===== config.mk =====
export PLATFORM = sky130hd
export DESIGN_NAME = cscr_regs
export DESIGN_NICKNAME = d
export VERILOG_FILES = /design/src/hw/cscr_pkg.sv /design/src/hw/cscr_regs.sv /design/src/hw/cscr_sync.sv /design/src/hw/cscr_loop_capture.sv
export SDC_FILE = /design/constraint.sdc
export NUM_CORES = 1
export LEC_CHECK = 0
export ABC_CLOCK_PERIOD_IN_PS = 2300
export BUFFER_PORTS_ARGS = -buffer_cell sky130_fd_sc_hd__clkbuf_2
export CORE_UTILIZATION = 44
export DETAILED_ROUTE_END_ITERATION = 7
export MAX_ROUTING_LAYER = met4
export PLACE_DENSITY = 0.65
export SLEW_MARGIN = 20
export SYNTH_ARGS = -nofsm -noshare
export SYNTH_HDL_FRONTEND = slang
export SYNTH_SLANG_ARGS = --single-unit
export TNS_END_PERCENT = 10

===== constraint.sdc =====
create_clock -name clk_sys -period 2.3 [get_ports clk_sys]
set_input_delay 0.46 -clock clk_sys [delete_from_list [all_inputs] [get_ports clk_sys]]
set_output_delay 0.46 -clock clk_sys [all_outputs]
set_load 0.02 [all_outputs]

===== src/hw/cscr_pkg.sv =====
// constants, types and decoders shared by the charger status and control registers
package cscr_pkg;

  // register offsets
  localparam logic [7:0] CSCR_ADDR_LOOP  = 8'h04;
  localparam logic [7:0] CSCR_ADDR_TIMER = 8'h05;
  localparam logic [7:0] CSCR_ADDR_OVP   = 8'h06;

  // field positions, offset 0x04
  localparam int CSCR_LOOP_LSB     = 6;
  localparam int CSCR_LOWCHG_BIT   = 5;
  localparam int CSCR_DETECT_BIT   = 4;
  localparam int CSCR_CE_BIT       = 3;
  localparam int CSCR_DPM_LSB      = 0;
  // field positions, offset 0x05
  localparam int CSCR_SLOW_BIT     = 7;
  localparam int CSCR_LIMIT_LSB    = 5;
  localparam int CSCR_BATTERY_DISCONNECT_ENABLE_BIT   = 4;
  localparam int CSCR_TDIS_BIT     = 3;
  localparam int CSCR_TCODE_LSB    = 0;
  // field positions, offset 0x06
  localparam int CSCR_OVP_LSB      = 5;
  localparam int CSCR_RELEASE_BIT  = 4;
  localparam int CSCR_BATDET_BIT   = 3;
  localparam int CSCR_PTM_BIT      = 2;
  localparam int CSCR_SPARE_LSB    = 0;

  // reset values
  localparam logic [2:0] CSCR_DPM_RST          = 3'h2;
  localparam logic       CSCR_SLOW_RST         = 1'h1;
  localparam logic [1:0] CSCR_LIMIT_RST        = 2'h1;
  localparam logic       CSCR_BATTERY_DISCONNECT_ENABLE_RST       = 1'h0;
  localparam logic       CSCR_TDIS_RST         = 1'h1;
  localparam logic [7:0] CSCR_OVP_RST_ALONE    = 8'he0;
  localparam logic [7:0] CSCR_OVP_RST_HOSTCAP  = 8'h20;

  // loop status codes
  localparam logic [1:0] CSCR_LOOP_NONE    = 2'h0;
  localparam logic [1:0] CSCR_LOOP_DPM     = 2'h1;
  localparam logic [1:0] CSCR_LOOP_ILIM    = 2'h2;
  localparam logic [1:0] CSCR_LOOP_THERMAL = 2'h3;

  // thermistor fault codes
  localparam logic [2:0] CSCR_THERM_NORMAL = 3'h0;
  localparam logic [2:0] CSCR_THERM_COLD   = 3'h4;
  localparam logic [2:0] CSCR_THERM_COOL   = 3'h5;
  localparam logic [2:0] CSCR_THERM_FREEZE = 3'h6;
  localparam logic [2:0] CSCR_THERM_OPEN   = 3'h7;

  // analog settings
  localparam logic [13:0] CSCR_DPM_OFFSET_MV = 14'd4200;
  localparam logic [13:0] CSCR_DPM_STEP_MV   = 14'd80;
  localparam logic [11:0] CSCR_REDUCED_CURRENT_SELECT_MA    = 12'd330;
  localparam logic [11:0] CSCR_ICHG_BASE_MA  = 12'd500;
  localparam logic [11:0] CSCR_ICHG_STEP_MA  = 12'd50;

  typedef enum logic [1:0] {
    CSCR_MODE_ALONE = 2'b01,
    CSCR_MODE_HOST  = 2'b10
  } cscr_mode_t;

  function automatic logic [13:0] cscr_dpm_mv(input logic [2:0] code);
    return 14'(CSCR_DPM_OFFSET_MV + 14'(code) * CSCR_DPM_STEP_MV);
  endfunction

  function automatic logic [11:0] cscr_ichg_ma(input logic [4:0] code);
    return 12'(CSCR_ICHG_BASE_MA + 12'(code) * CSCR_ICHG_STEP_MA);
  endfunction

  function automatic logic [13:0] cscr_ovp_mv(input logic [2:0] code);
    case (code)
      3'h0:    return 14'd6000;
      3'h1:    return 14'd6500;
      3'h2:    return 14'd7000;
      3'h3:    return 14'd8000;
      3'h4:    return 14'd9000;
      3'h5:    return 14'd9500;
      3'h6:    return 14'd10000;
      default: return 14'd10500;
    endcase
  endfunction

  // minutes; zero when the timers are off
  function automatic logic [9:0] cscr_limit_min(input logic [1:0] code);
    case (code)
      2'h0:    return 10'd45;
      2'h1:    return 10'd360;
      2'h2:    return 10'd540;
      default: return 10'd0;
    endcase
  endfunction

endpackage


===== src/hw/cscr_regs.sv =====
// charger status and control registers at offsets 0x04 to 0x06
`timescale 1ns/10ps

// Summary of operation
// read-only two-bit field reports the captured regulation loop: none, dpm, ilim, thermal
// captured loop code holds until the register is read; first loop wins
// only one regulation loop is granted control at any time
// reduced current bit forces 330mA instead of the 0x03 setting; resets to 0
// writing 1 to bit 4 starts one port detection; bit clears when it ends; a write in the ending cycle keeps the bit set but starts nothing
// bit 3 of 0x04 reads the charge-enable pin level
// input threshold is 4.20V plus 80mV steps; field resets to 010
// slowing bit set halves timer speed during thermal, dpm or power path loops
// limit field: 00 45min, 01 6h reset, 10 9h, 11 timers off
// disconnect bit with input removed turns the battery FET off
// thermistor fault code field reports normal, cold, cool, freeze or open
// thermistor disable bit 1 stops monitoring; only on parts with the pin
// three-bit overvoltage field decodes 6.0V through 10.5V
// 0x06 resets to e0 on standalone-only parts, 20 otherwise
// release bit turns off the 0.6V source on the plus data line
// forced detection bit runs battery detection always, else on termination or permit
// test mode bit enters production test only if the fused permit is set
// test mode is refused while a battery is present
// standalone after power-up until a host write, and again on watchdog expiry
module cscr_regs
  import cscr_pkg::*;
#(
  parameter bit STANDALONE_ONLY = 1'b0,
  parameter bit HAS_THERMISTOR  = 1'b1
) (
  // clock and reset
  input  wire logic        clk_sys,
  input  wire logic        nrst,
  // register port from the serial engine
  input  wire logic [7:0]  reg_addr,
  input  wire logic        reg_wr,
  input  wire logic        reg_rd,
  input  wire logic [7:0]  reg_wdata,
  output logic      [7:0]  reg_rdata,
  // pins and analog status, asynchronous
  input  wire logic        ce_pin,
  input  wire logic        input_present,
  input  wire logic        battery_present,
  input  wire logic        fused_test_mode_permit,
  input  wire logic        dpm_loop_req,
  input  wire logic        ilim_loop_req,
  input  wire logic        thermal_loop_req,
  input  wire logic        power_path_management,
  input  wire logic        termination_done,
  input  wire logic [2:0]  thermistor_raw_code,
  // digital core, same clock
  input  wire logic        detect_done,
  input  wire logic        watchdog_expired,
  input  wire logic [4:0]  charge_current_code,
  // regulation and mode outputs
  output logic [1:0]       loop_grant,
  output logic             host_mode,
  output logic [11:0]      charge_current_ma,
  output logic [13:0]      input_voltage_threshold_mv,
  output logic [13:0]      input_overvoltage_mv,
  // timer outputs
  output logic             timer_half_speed,
  output logic [9:0]       safety_limit_min,
  output logic             safety_timer_off,
  // power path and detection outputs
  output logic             battery_fet_off,
  output logic             detect_start,
  output logic             release_plus_line_source,
  output logic             battery_detect_run,
  output logic             thermistor_monitor_en,
  output logic             production_test_mode
);
  localparam logic [7:0] OVP_RST = STANDALONE_ONLY ? CSCR_OVP_RST_ALONE : CSCR_OVP_RST_HOSTCAP;

  // synchronised inputs
  logic [11:0] raw_in;
  logic [11:0] sync_in;
  logic        ce_s;
  logic        present_s;
  logic        batt_s;
  logic        fused_s;
  logic        dpm_s;
  logic        ilim_s;
  logic        therm_s;
  logic        power_path_management_s;
  logic        term_s;
  logic [2:0]  tcode_s;

  assign raw_in = {thermistor_raw_code, termination_done, power_path_management,
                   thermal_loop_req, ilim_loop_req, dpm_loop_req,
                   fused_test_mode_permit, battery_present, input_present, ce_pin};
  assign {tcode_s, term_s, power_path_management_s, therm_s, ilim_s, dpm_s,
          fused_s, batt_s, present_s, ce_s} = sync_in;

  cscr_sync #(
    .W (12)
  ) u_sync (
    .clk_sys  (clk_sys),
    .nrst     (nrst),
    .async_in (raw_in),
    .sync_out (sync_in)
  );

  // loop arbitration and capture
  logic [1:0] grant_code;
  logic [1:0] held_code;
  logic       loop_clr;

  assign loop_clr = reg_rd && reg_addr == CSCR_ADDR_LOOP;

  cscr_loop_capture u_loop (
    .clk_sys     (clk_sys),
    .nrst        (nrst),
    .dpm_req     (dpm_s),
    .ilim_req    (ilim_s),
    .thermal_req (therm_s),
    .status_clr  (loop_clr),
    .grant_q     (grant_code),
    .held_q      (held_code)
  );

  // software-written fields
  logic       lowchg_q,  lowchg_d;
  logic       detect_q,  detect_d;
  logic [2:0] dpm_q,     dpm_d;
  logic       slow_q,    slow_d;
  logic [1:0] limit_q,   limit_d;
  logic       battery_disconnect_enable_q,  battery_disconnect_enable_d;
  logic       tdis_q,    tdis_d;
  logic [7:0] ovp_reg_q, ovp_reg_d;
  logic       wr_loop;
  logic       wr_timer;
  logic       wr_ovp;

  assign wr_loop  = reg_wr && reg_addr == CSCR_ADDR_LOOP;
  assign wr_timer = reg_wr && reg_addr == CSCR_ADDR_TIMER;
  assign wr_ovp   = reg_wr && reg_addr == CSCR_ADDR_OVP;

  always_comb begin
    lowchg_d  = lowchg_q;
    detect_d  = detect_q;
    dpm_d     = dpm_q;
    slow_d    = slow_q;
    limit_d   = limit_q;
    battery_disconnect_enable_d  = battery_disconnect_enable_q;
    tdis_d    = tdis_q;
    ovp_reg_d = ovp_reg_q;
    if (detect_done) begin
      detect_d = 1'b0;
    end
    if (wr_loop) begin
      lowchg_d = reg_wdata[CSCR_LOWCHG_BIT];
      dpm_d    = reg_wdata[CSCR_DPM_LSB +: 3];
      // a new request in the finishing cycle must survive the clear
      if (reg_wdata[CSCR_DETECT_BIT]) begin
        detect_d = 1'b1;
      end
    end
    if (wr_timer) begin
      slow_d   = reg_wdata[CSCR_SLOW_BIT];
      limit_d  = reg_wdata[CSCR_LIMIT_LSB +: 2];
      battery_disconnect_enable_d = reg_wdata[CSCR_BATTERY_DISCONNECT_ENABLE_BIT];
      tdis_d   = reg_wdata[CSCR_TDIS_BIT];
    end
    if (wr_ovp) begin
      ovp_reg_d = reg_wdata;
    end
  end

  always_ff @(posedge clk_sys or negedge nrst) begin
    if (!nrst) begin
      lowchg_q  <= 1'b0;
      detect_q  <= 1'b0;
      dpm_q     <= CSCR_DPM_RST;
      slow_q    <= CSCR_SLOW_RST;
      limit_q   <= CSCR_LIMIT_RST;
      battery_disconnect_enable_q  <= CSCR_BATTERY_DISCONNECT_ENABLE_RST;
      tdis_q    <= CSCR_TDIS_RST;
      ovp_reg_q <= OVP_RST;
    end else begin
      lowchg_q  <= lowchg_d;
      detect_q  <= detect_d;
      dpm_q     <= dpm_d;
      slow_q    <= slow_d;
      limit_q   <= limit_d;
      battery_disconnect_enable_q  <= battery_disconnect_enable_d;
      tdis_q    <= tdis_d;
      ovp_reg_q <= ovp_reg_d;
    end
  end

  // host or standalone mode
  cscr_mode_t mode_q, mode_d;

  always_comb begin
    case (mode_q)
      CSCR_MODE_ALONE: begin
        mode_d = (reg_wr && !watchdog_expired) ? CSCR_MODE_HOST : CSCR_MODE_ALONE;
      end
      CSCR_MODE_HOST: begin
        mode_d = watchdog_expired ? CSCR_MODE_ALONE : CSCR_MODE_HOST;
      end
      default: begin
        mode_d = CSCR_MODE_ALONE;
      end
    endcase
  end

  always_ff @(posedge clk_sys or negedge nrst) begin
    if (!nrst) begin
      mode_q <= CSCR_MODE_ALONE;
    end else begin
      mode_q <= mode_d;
    end
  end

  // production test mode, latched only from a battery-free start
  logic ptm_q, ptm_d;

  always_comb begin
    ptm_d = ovp_reg_q[CSCR_PTM_BIT] && fused_s && (ptm_q || !batt_s);
  end

  always_ff @(posedge clk_sys or negedge nrst) begin
    if (!nrst) begin
      ptm_q <= 1'b0;
    end else begin
      ptm_q <= ptm_d;
    end
  end

  // read data
  logic [2:0] tfault;
  logic [7:0] rdata_d;

  always_comb begin
    // a disabled or absent thermistor reads as open
    tfault  = (tdis_q || !HAS_THERMISTOR) ? CSCR_THERM_OPEN : tcode_s;
    rdata_d = reg_rdata;
    if (reg_rd) begin
      case (reg_addr)
        CSCR_ADDR_LOOP: begin
          rdata_d = {held_code, lowchg_q, detect_q, ce_s, dpm_q};
        end
        CSCR_ADDR_TIMER: begin
          rdata_d = {slow_q, limit_q, battery_disconnect_enable_q, tdis_q, tfault};
        end
        CSCR_ADDR_OVP: begin
          rdata_d = ovp_reg_q;
        end
        default: begin
          rdata_d = 8'h00;
        end
      endcase
    end
  end

  always_ff @(posedge clk_sys or negedge nrst) begin
    if (!nrst) begin
      reg_rdata <= 8'h00;
    end else begin
      reg_rdata <= rdata_d;
    end
  end

  // registered control outputs
  logic        host_d;
  logic [11:0] chg_d;
  logic [13:0] dpm_mv_d;
  logic [13:0] ovp_mv_d;
  logic        half_d;
  logic [9:0]  limit_min_d;
  logic        toff_d;
  logic        fet_off_d;
  logic        start_d;
  logic        release_d;
  logic        batdet_d;
  logic        tmon_d;

  always_comb begin
    host_d = mode_d == CSCR_MODE_HOST;
    // zero means the external resistor sets the level, as in standalone mode
    if (mode_q == CSCR_MODE_HOST) begin
      chg_d    = lowchg_q ? CSCR_REDUCED_CURRENT_SELECT_MA : cscr_ichg_ma(charge_current_code);
      dpm_mv_d = cscr_dpm_mv(dpm_q);
    end else begin
      chg_d    = 12'h000;
      dpm_mv_d = 14'h0000;
    end
    ovp_mv_d    = cscr_ovp_mv(ovp_reg_q[CSCR_OVP_LSB +: 3]);
    half_d      = slow_q && (therm_s || dpm_s || power_path_management_s);
    limit_min_d = cscr_limit_min(limit_q);
    toff_d      = limit_q == 2'h3;
    fet_off_d   = battery_disconnect_enable_q && !present_s;
    start_d     = wr_loop && reg_wdata[CSCR_DETECT_BIT] && !detect_q;
    release_d   = ovp_reg_q[CSCR_RELEASE_BIT];
    batdet_d    = ovp_reg_q[CSCR_BATDET_BIT] || term_s || fused_s;
    tmon_d      = HAS_THERMISTOR && !tdis_q;
  end

  always_ff @(posedge clk_sys or negedge nrst) begin
    if (!nrst) begin
      loop_grant                 <= CSCR_LOOP_NONE;
      host_mode                  <= 1'b0;
      charge_current_ma          <= 12'h000;
      input_voltage_threshold_mv <= 14'h0000;
      input_overvoltage_mv       <= 14'h0000;
      timer_half_speed           <= 1'b0;
      safety_limit_min           <= 10'h000;
      safety_timer_off           <= 1'b0;
      battery_fet_off            <= 1'b0;
      detect_start               <= 1'b0;
      release_plus_line_source   <= 1'b0;
      battery_detect_run         <= 1'b0;
      thermistor_monitor_en      <= 1'b0;
      production_test_mode       <= 1'b0;
    end else begin
      loop_grant                 <= grant_code;
      host_mode                  <= host_d;
      charge_current_ma          <= chg_d;
      input_voltage_threshold_mv <= dpm_mv_d;
      input_overvoltage_mv       <= ovp_mv_d;
      timer_half_speed           <= half_d;
      safety_limit_min           <= limit_min_d;
      safety_timer_off           <= toff_d;
      battery_fet_off            <= fet_off_d;
      detect_start               <= start_d;
      release_plus_line_source   <= release_d;
      battery_detect_run         <= batdet_d;
      thermistor_monitor_en      <= tmon_d;
      production_test_mode       <= ptm_q;
    end
  end
endmodule


===== src/hw/cscr_sync.sv =====
// two-stage synchroniser for a group of level inputs
`timescale 1ns/10ps
module cscr_sync #(
  parameter int W = 1
) (
  // clock and reset
  input  wire logic         clk_sys,
  input  wire logic         nrst,
  // levels
  input  wire logic [W-1:0] async_in,
  output logic      [W-1:0] sync_out
);
  logic [W-1:0] meta_q;
  logic [W-1:0] meta_d;
  logic [W-1:0] sync_d;

  always_comb begin
    meta_d = async_in;
    sync_d = meta_q;
  end

  always_ff @(posedge clk_sys or negedge nrst) begin
    if (!nrst) begin
      meta_q   <= '0;
      sync_out <= '0;
    end else begin
      meta_q   <= meta_d;
      sync_out <= sync_d;
    end
  end
endmodule


===== src/hw/cscr_loop_capture.sv =====
// picks the one regulation loop in control and latches the first one seen
`timescale 1ns/10ps
module cscr_loop_capture
  import cscr_pkg::*;
(
  // clock and reset
  input  wire logic       clk_sys,
  input  wire logic       nrst,
  // loop requests, already synchronised
  input  wire logic       dpm_req,
  input  wire logic       ilim_req,
  input  wire logic       thermal_req,
  // clear from a status read
  input  wire logic       status_clr,
  // results
  output logic      [1:0] grant_q,
  output logic      [1:0] held_q
);
  logic [1:0] grant_d;
  logic [1:0] held_d;
  logic       keep;

  always_comb begin
    // a loop keeps control while it still asks, so control never flips between two
    case (grant_q)
      CSCR_LOOP_DPM:     keep = dpm_req;
      CSCR_LOOP_ILIM:    keep = ilim_req;
      CSCR_LOOP_THERMAL: keep = thermal_req;
      default:           keep = 1'b0;
    endcase
    if (keep) begin
      grant_d = grant_q;
    end else if (thermal_req) begin
      grant_d = CSCR_LOOP_THERMAL;
    end else if (ilim_req) begin
      grant_d = CSCR_LOOP_ILIM;
    end else if (dpm_req) begin
      grant_d = CSCR_LOOP_DPM;
    end else begin
      grant_d = CSCR_LOOP_NONE;
    end
    // a loop active in the read cycle is caught again, so the read loses nothing
    if (status_clr || held_q == CSCR_LOOP_NONE) begin
      held_d = grant_q;
    end else begin
      held_d = held_q;
    end
  end

  always_ff @(posedge clk_sys or negedge nrst) begin
    if (!nrst) begin
      grant_q <= CSCR_LOOP_NONE;
      held_q  <= CSCR_LOOP_NONE;
    end else begin
      grant_q <= grant_d;
      held_q  <= held_d;
    end
  end
endmodule


==> out/metrics.cfg <==
[outcome]
outcome = finished, final reports clean

[power]
vdd_drop_max_mv = 0.326
power_density_mw_per_mm2 = 706
seqPwrFrac_pct = 53.1
internal-power_w = 0.00265
sw_frac_of_total_pct = 29.0
power_leakage_nw = 2.61
switching_power_w = 0.00108
combPwrFrac_pct = 18.4
clkPwrFrac_pct = 28.5
fin_total_pwr_w = 0.00373

[global_route]
overflow = 0
grt_max_degree = 104
grt_pass1_wl_mm = 13.0
gr-usage-all-layers_pct = 17.4
antenna_found_initial = 0
grt_pass1_vias = 2670

[synth]
mappedNetlistArea_mm2 = 0.00423
synthCells = 337
yosysSeqAreaShare_pct = 61.2
synth_seq_cells = 103
synth_flop_cell = dfrtp_1
synth_edf_count = 0
yosys.cell_types.count = 41
synthArstFlopShare_pct = 100
syn_avg_cell_area_um2 = 12.5
ys_warn_count = 0

[place]
portBuffers = 96
gp_congestion = 0.840
hpwlAfterDp_mm = 5.66
placedCellCount = 568

[timing]
finalClockSkew_ns = 0.0137
fin_crit_sh_pct = 97.9
hold_ws_ns = 0.137
drv_slew = 0
setup_viol = 0
worstMarginPinSlew_ns = 0.527
slew_headroom_pct = 64.8
max_freq_mhz = 444
hold_viol = 0
fin_crit_ns = 2.25
rsz0062_at_grt = true

[cts]
cts_tree = done
insertion_delay_ns = 0.36
hold_buffers = 0
cts.sinks = 103
cts-root-buf = clkbuf_8
cts_setup_buffers = 0
h-tree-depth = 3
clk_pin_slew_ns = 0.11
numCtsBuffers = 9
clock_tree.buffer_depth = 2

[layout]
layout.nets = 514
stdcell_count = 584
area_growth_pct = 24.9
fillers = 781
drive_above_1_share_pct = 37.8
final_cell_mix = dfrtp_1, clkbuf_2, inv_1, nor2_1, buf_4
final_common_cell = dfrtp_1
antenna_cells = 0

[critical_path]
crit_arrival_ns = 2.50
cp-start-kind = input port
critPathTopFamily = adder cells
end_kind = register
slowest_delay_ns = 0.33
cp_max_fo = 4
crit_type = input port to register
crit_chain = clkbuf_2, buf_4, ha_1, ha_1, ha_1, ha_4, a21boi_2, o2bb2ai_4, nor2_4, nor4b_2
worst_path_max_delay_cell = ha_1
cp_common_cell = ha_1
crit_required_ns = 2.55
worst-path-buf-inv = 2

[route]
viasPerCell = 4.66
wl_per_cell_um = 13.5
drt_iter0_markers = 52
num_vias = 2721
wl_mm = 7.87
drc = 0
drt-pass1-iter-count = 4
postRouteAntennaNets = 0

[die]
die_x_um = 100
start_util_pct = 45.5
coreArea_mm2 = 0.00928
die_area_mm2 = 0.0100
die_h_um = 100
ios = 108
rows = 35

[worst_hold_path]
holdCritPathClass = input port to asynchronous set/reset pin

[job]
drv_cap = 0

-- metal layers --
metal	GRT usage (%)	share of wire (%)	wire length, µm
met5	-	0	0
met2	26.9	47	3720
met3	3.69	4.5	351
met1	22.7	47	3670
met4	6.80	1.6	129
-- power by group through the flow --
stage / combinational [W] / clock, W / sequential, W
after global placement: 0.000617 / 0 / 0.00201
after global routing: 0.000763 / 0.00119 / 0.00199
after detailed placement: 0.000628 / 0 / 0.00202
after floorplan: 0.000367 / 0 / 0.00206
after CTS: 0.000643 / 0.00111 / 0.00198
final: 0.000688 / 0.00106 / 0.00198
-- flip-flops by register name (all words and copies together), names as in the netlist, 2 cells and up --
signal and flops:
reg_rdata 8, ovp_reg_q 8, mode_q 2, dpm_q 3, input_overvoltage_mv 10, u_sync.meta_q 12
u_loop.grant_q 2, loop_grant 2, u_loop.held_q 2, safety_limit_min 6, limit_q 2, charge_current_ma 11
u_sync.sync_out 12, input_voltage_threshold_mv 8
-- per-stage QoR --
stage	instance area (µm²)	setup TNS (ns)	util, %	setup WS [ns]
6_report	5280	0	56.9	0.0493
5_1_grt	5280	-0.0703	56.9	-0.0287
4_1_cts	5190	-0.00168	56.0	-0.00168
3_5_place_dp	4990	-3.80	53.7	-0.471
3_3_place_gp	4990	-3.52	53.7	-0.389
2_1_floorplan	4340	-0.833	-	-0.172
-- worst reg2reg max path, stage by stage (launching register included) --
cell and delay, ns:
dfrtp_1 0.44, ha_1 0.20, ha_1 0.18, ha_1 0.32, nand2_1 0.07, or3_1 0.29, a21boi_0 0.16
-- logic make-up after synthesis --
group	synth area share, %
xor gates and xnor gates	2.90
buffers and inverters	5.86
adders and majority gates	7.99
and+or+nand+nor	7.58
muxes	6.42
AOI/OAI and AO/OA	7.90
DFF	61.2
other	0.178
-- worst paths after layout --
path                                        startpoint                       endpoint  slack (ns)  cells past startpoint
worst max-delay path            charge_current_code[2]          charge_current_ma[11]        0.05                     10
worst min-delay path                              nrst                  loop_grant[0]        0.14                      2
worst max register to register                dpm_q[2]  input_voltage_threshold_mv[9]        0.56                      6
worst min register to register        u_sync.meta_q[0]             u_sync.sync_out[0]        0.36                      0
max in group asynchronous                         nrst                       dpm_q[1]        1.75                      2
min in group clk_sys                  thermal_loop_req               u_sync.meta_q[6]        0.20                      1
-- layout make-up --
cell class	instances	area (µm²)	share of cell area, %
clock buffers	10	128	2.42
clock inverters	6	57.6	1.09
inverters	25	93.8	1.78
multi-input cells	195	1600	30.3
flip-flops and latches	103	2580	49.0
well taps	129	161	3.06
repair buffers	116	656	12.4
-- cells in the mapped netlist, types with 6 or more instances --
master     n  area share (%)
dfstp_2    6             3.7
dfrtp_1   97              57
ha_1      23             6.8
nand2_1   13             1.2
inv_1     25             2.2
o21ai_0   15             1.8
clkbuf_1   8            0.71
nor2b_1    6            0.89
buf_4     15             2.7
mux2_2     9             2.4
mux2_4     8             2.8
o22ai_1    8             1.2
nor2_1    24             2.1
a21oi_1   16             1.9
xnor2_1    9             1.9
-- repair_timing --
item / in CTS / in global routing
pin swaps: 0 / 8
cloned: 0 / 0
endpoints found under the setup margin: 3 / 4
gates resized for setup: 4 / 17
Note: power is estimated with default switching activity, not from simulation.
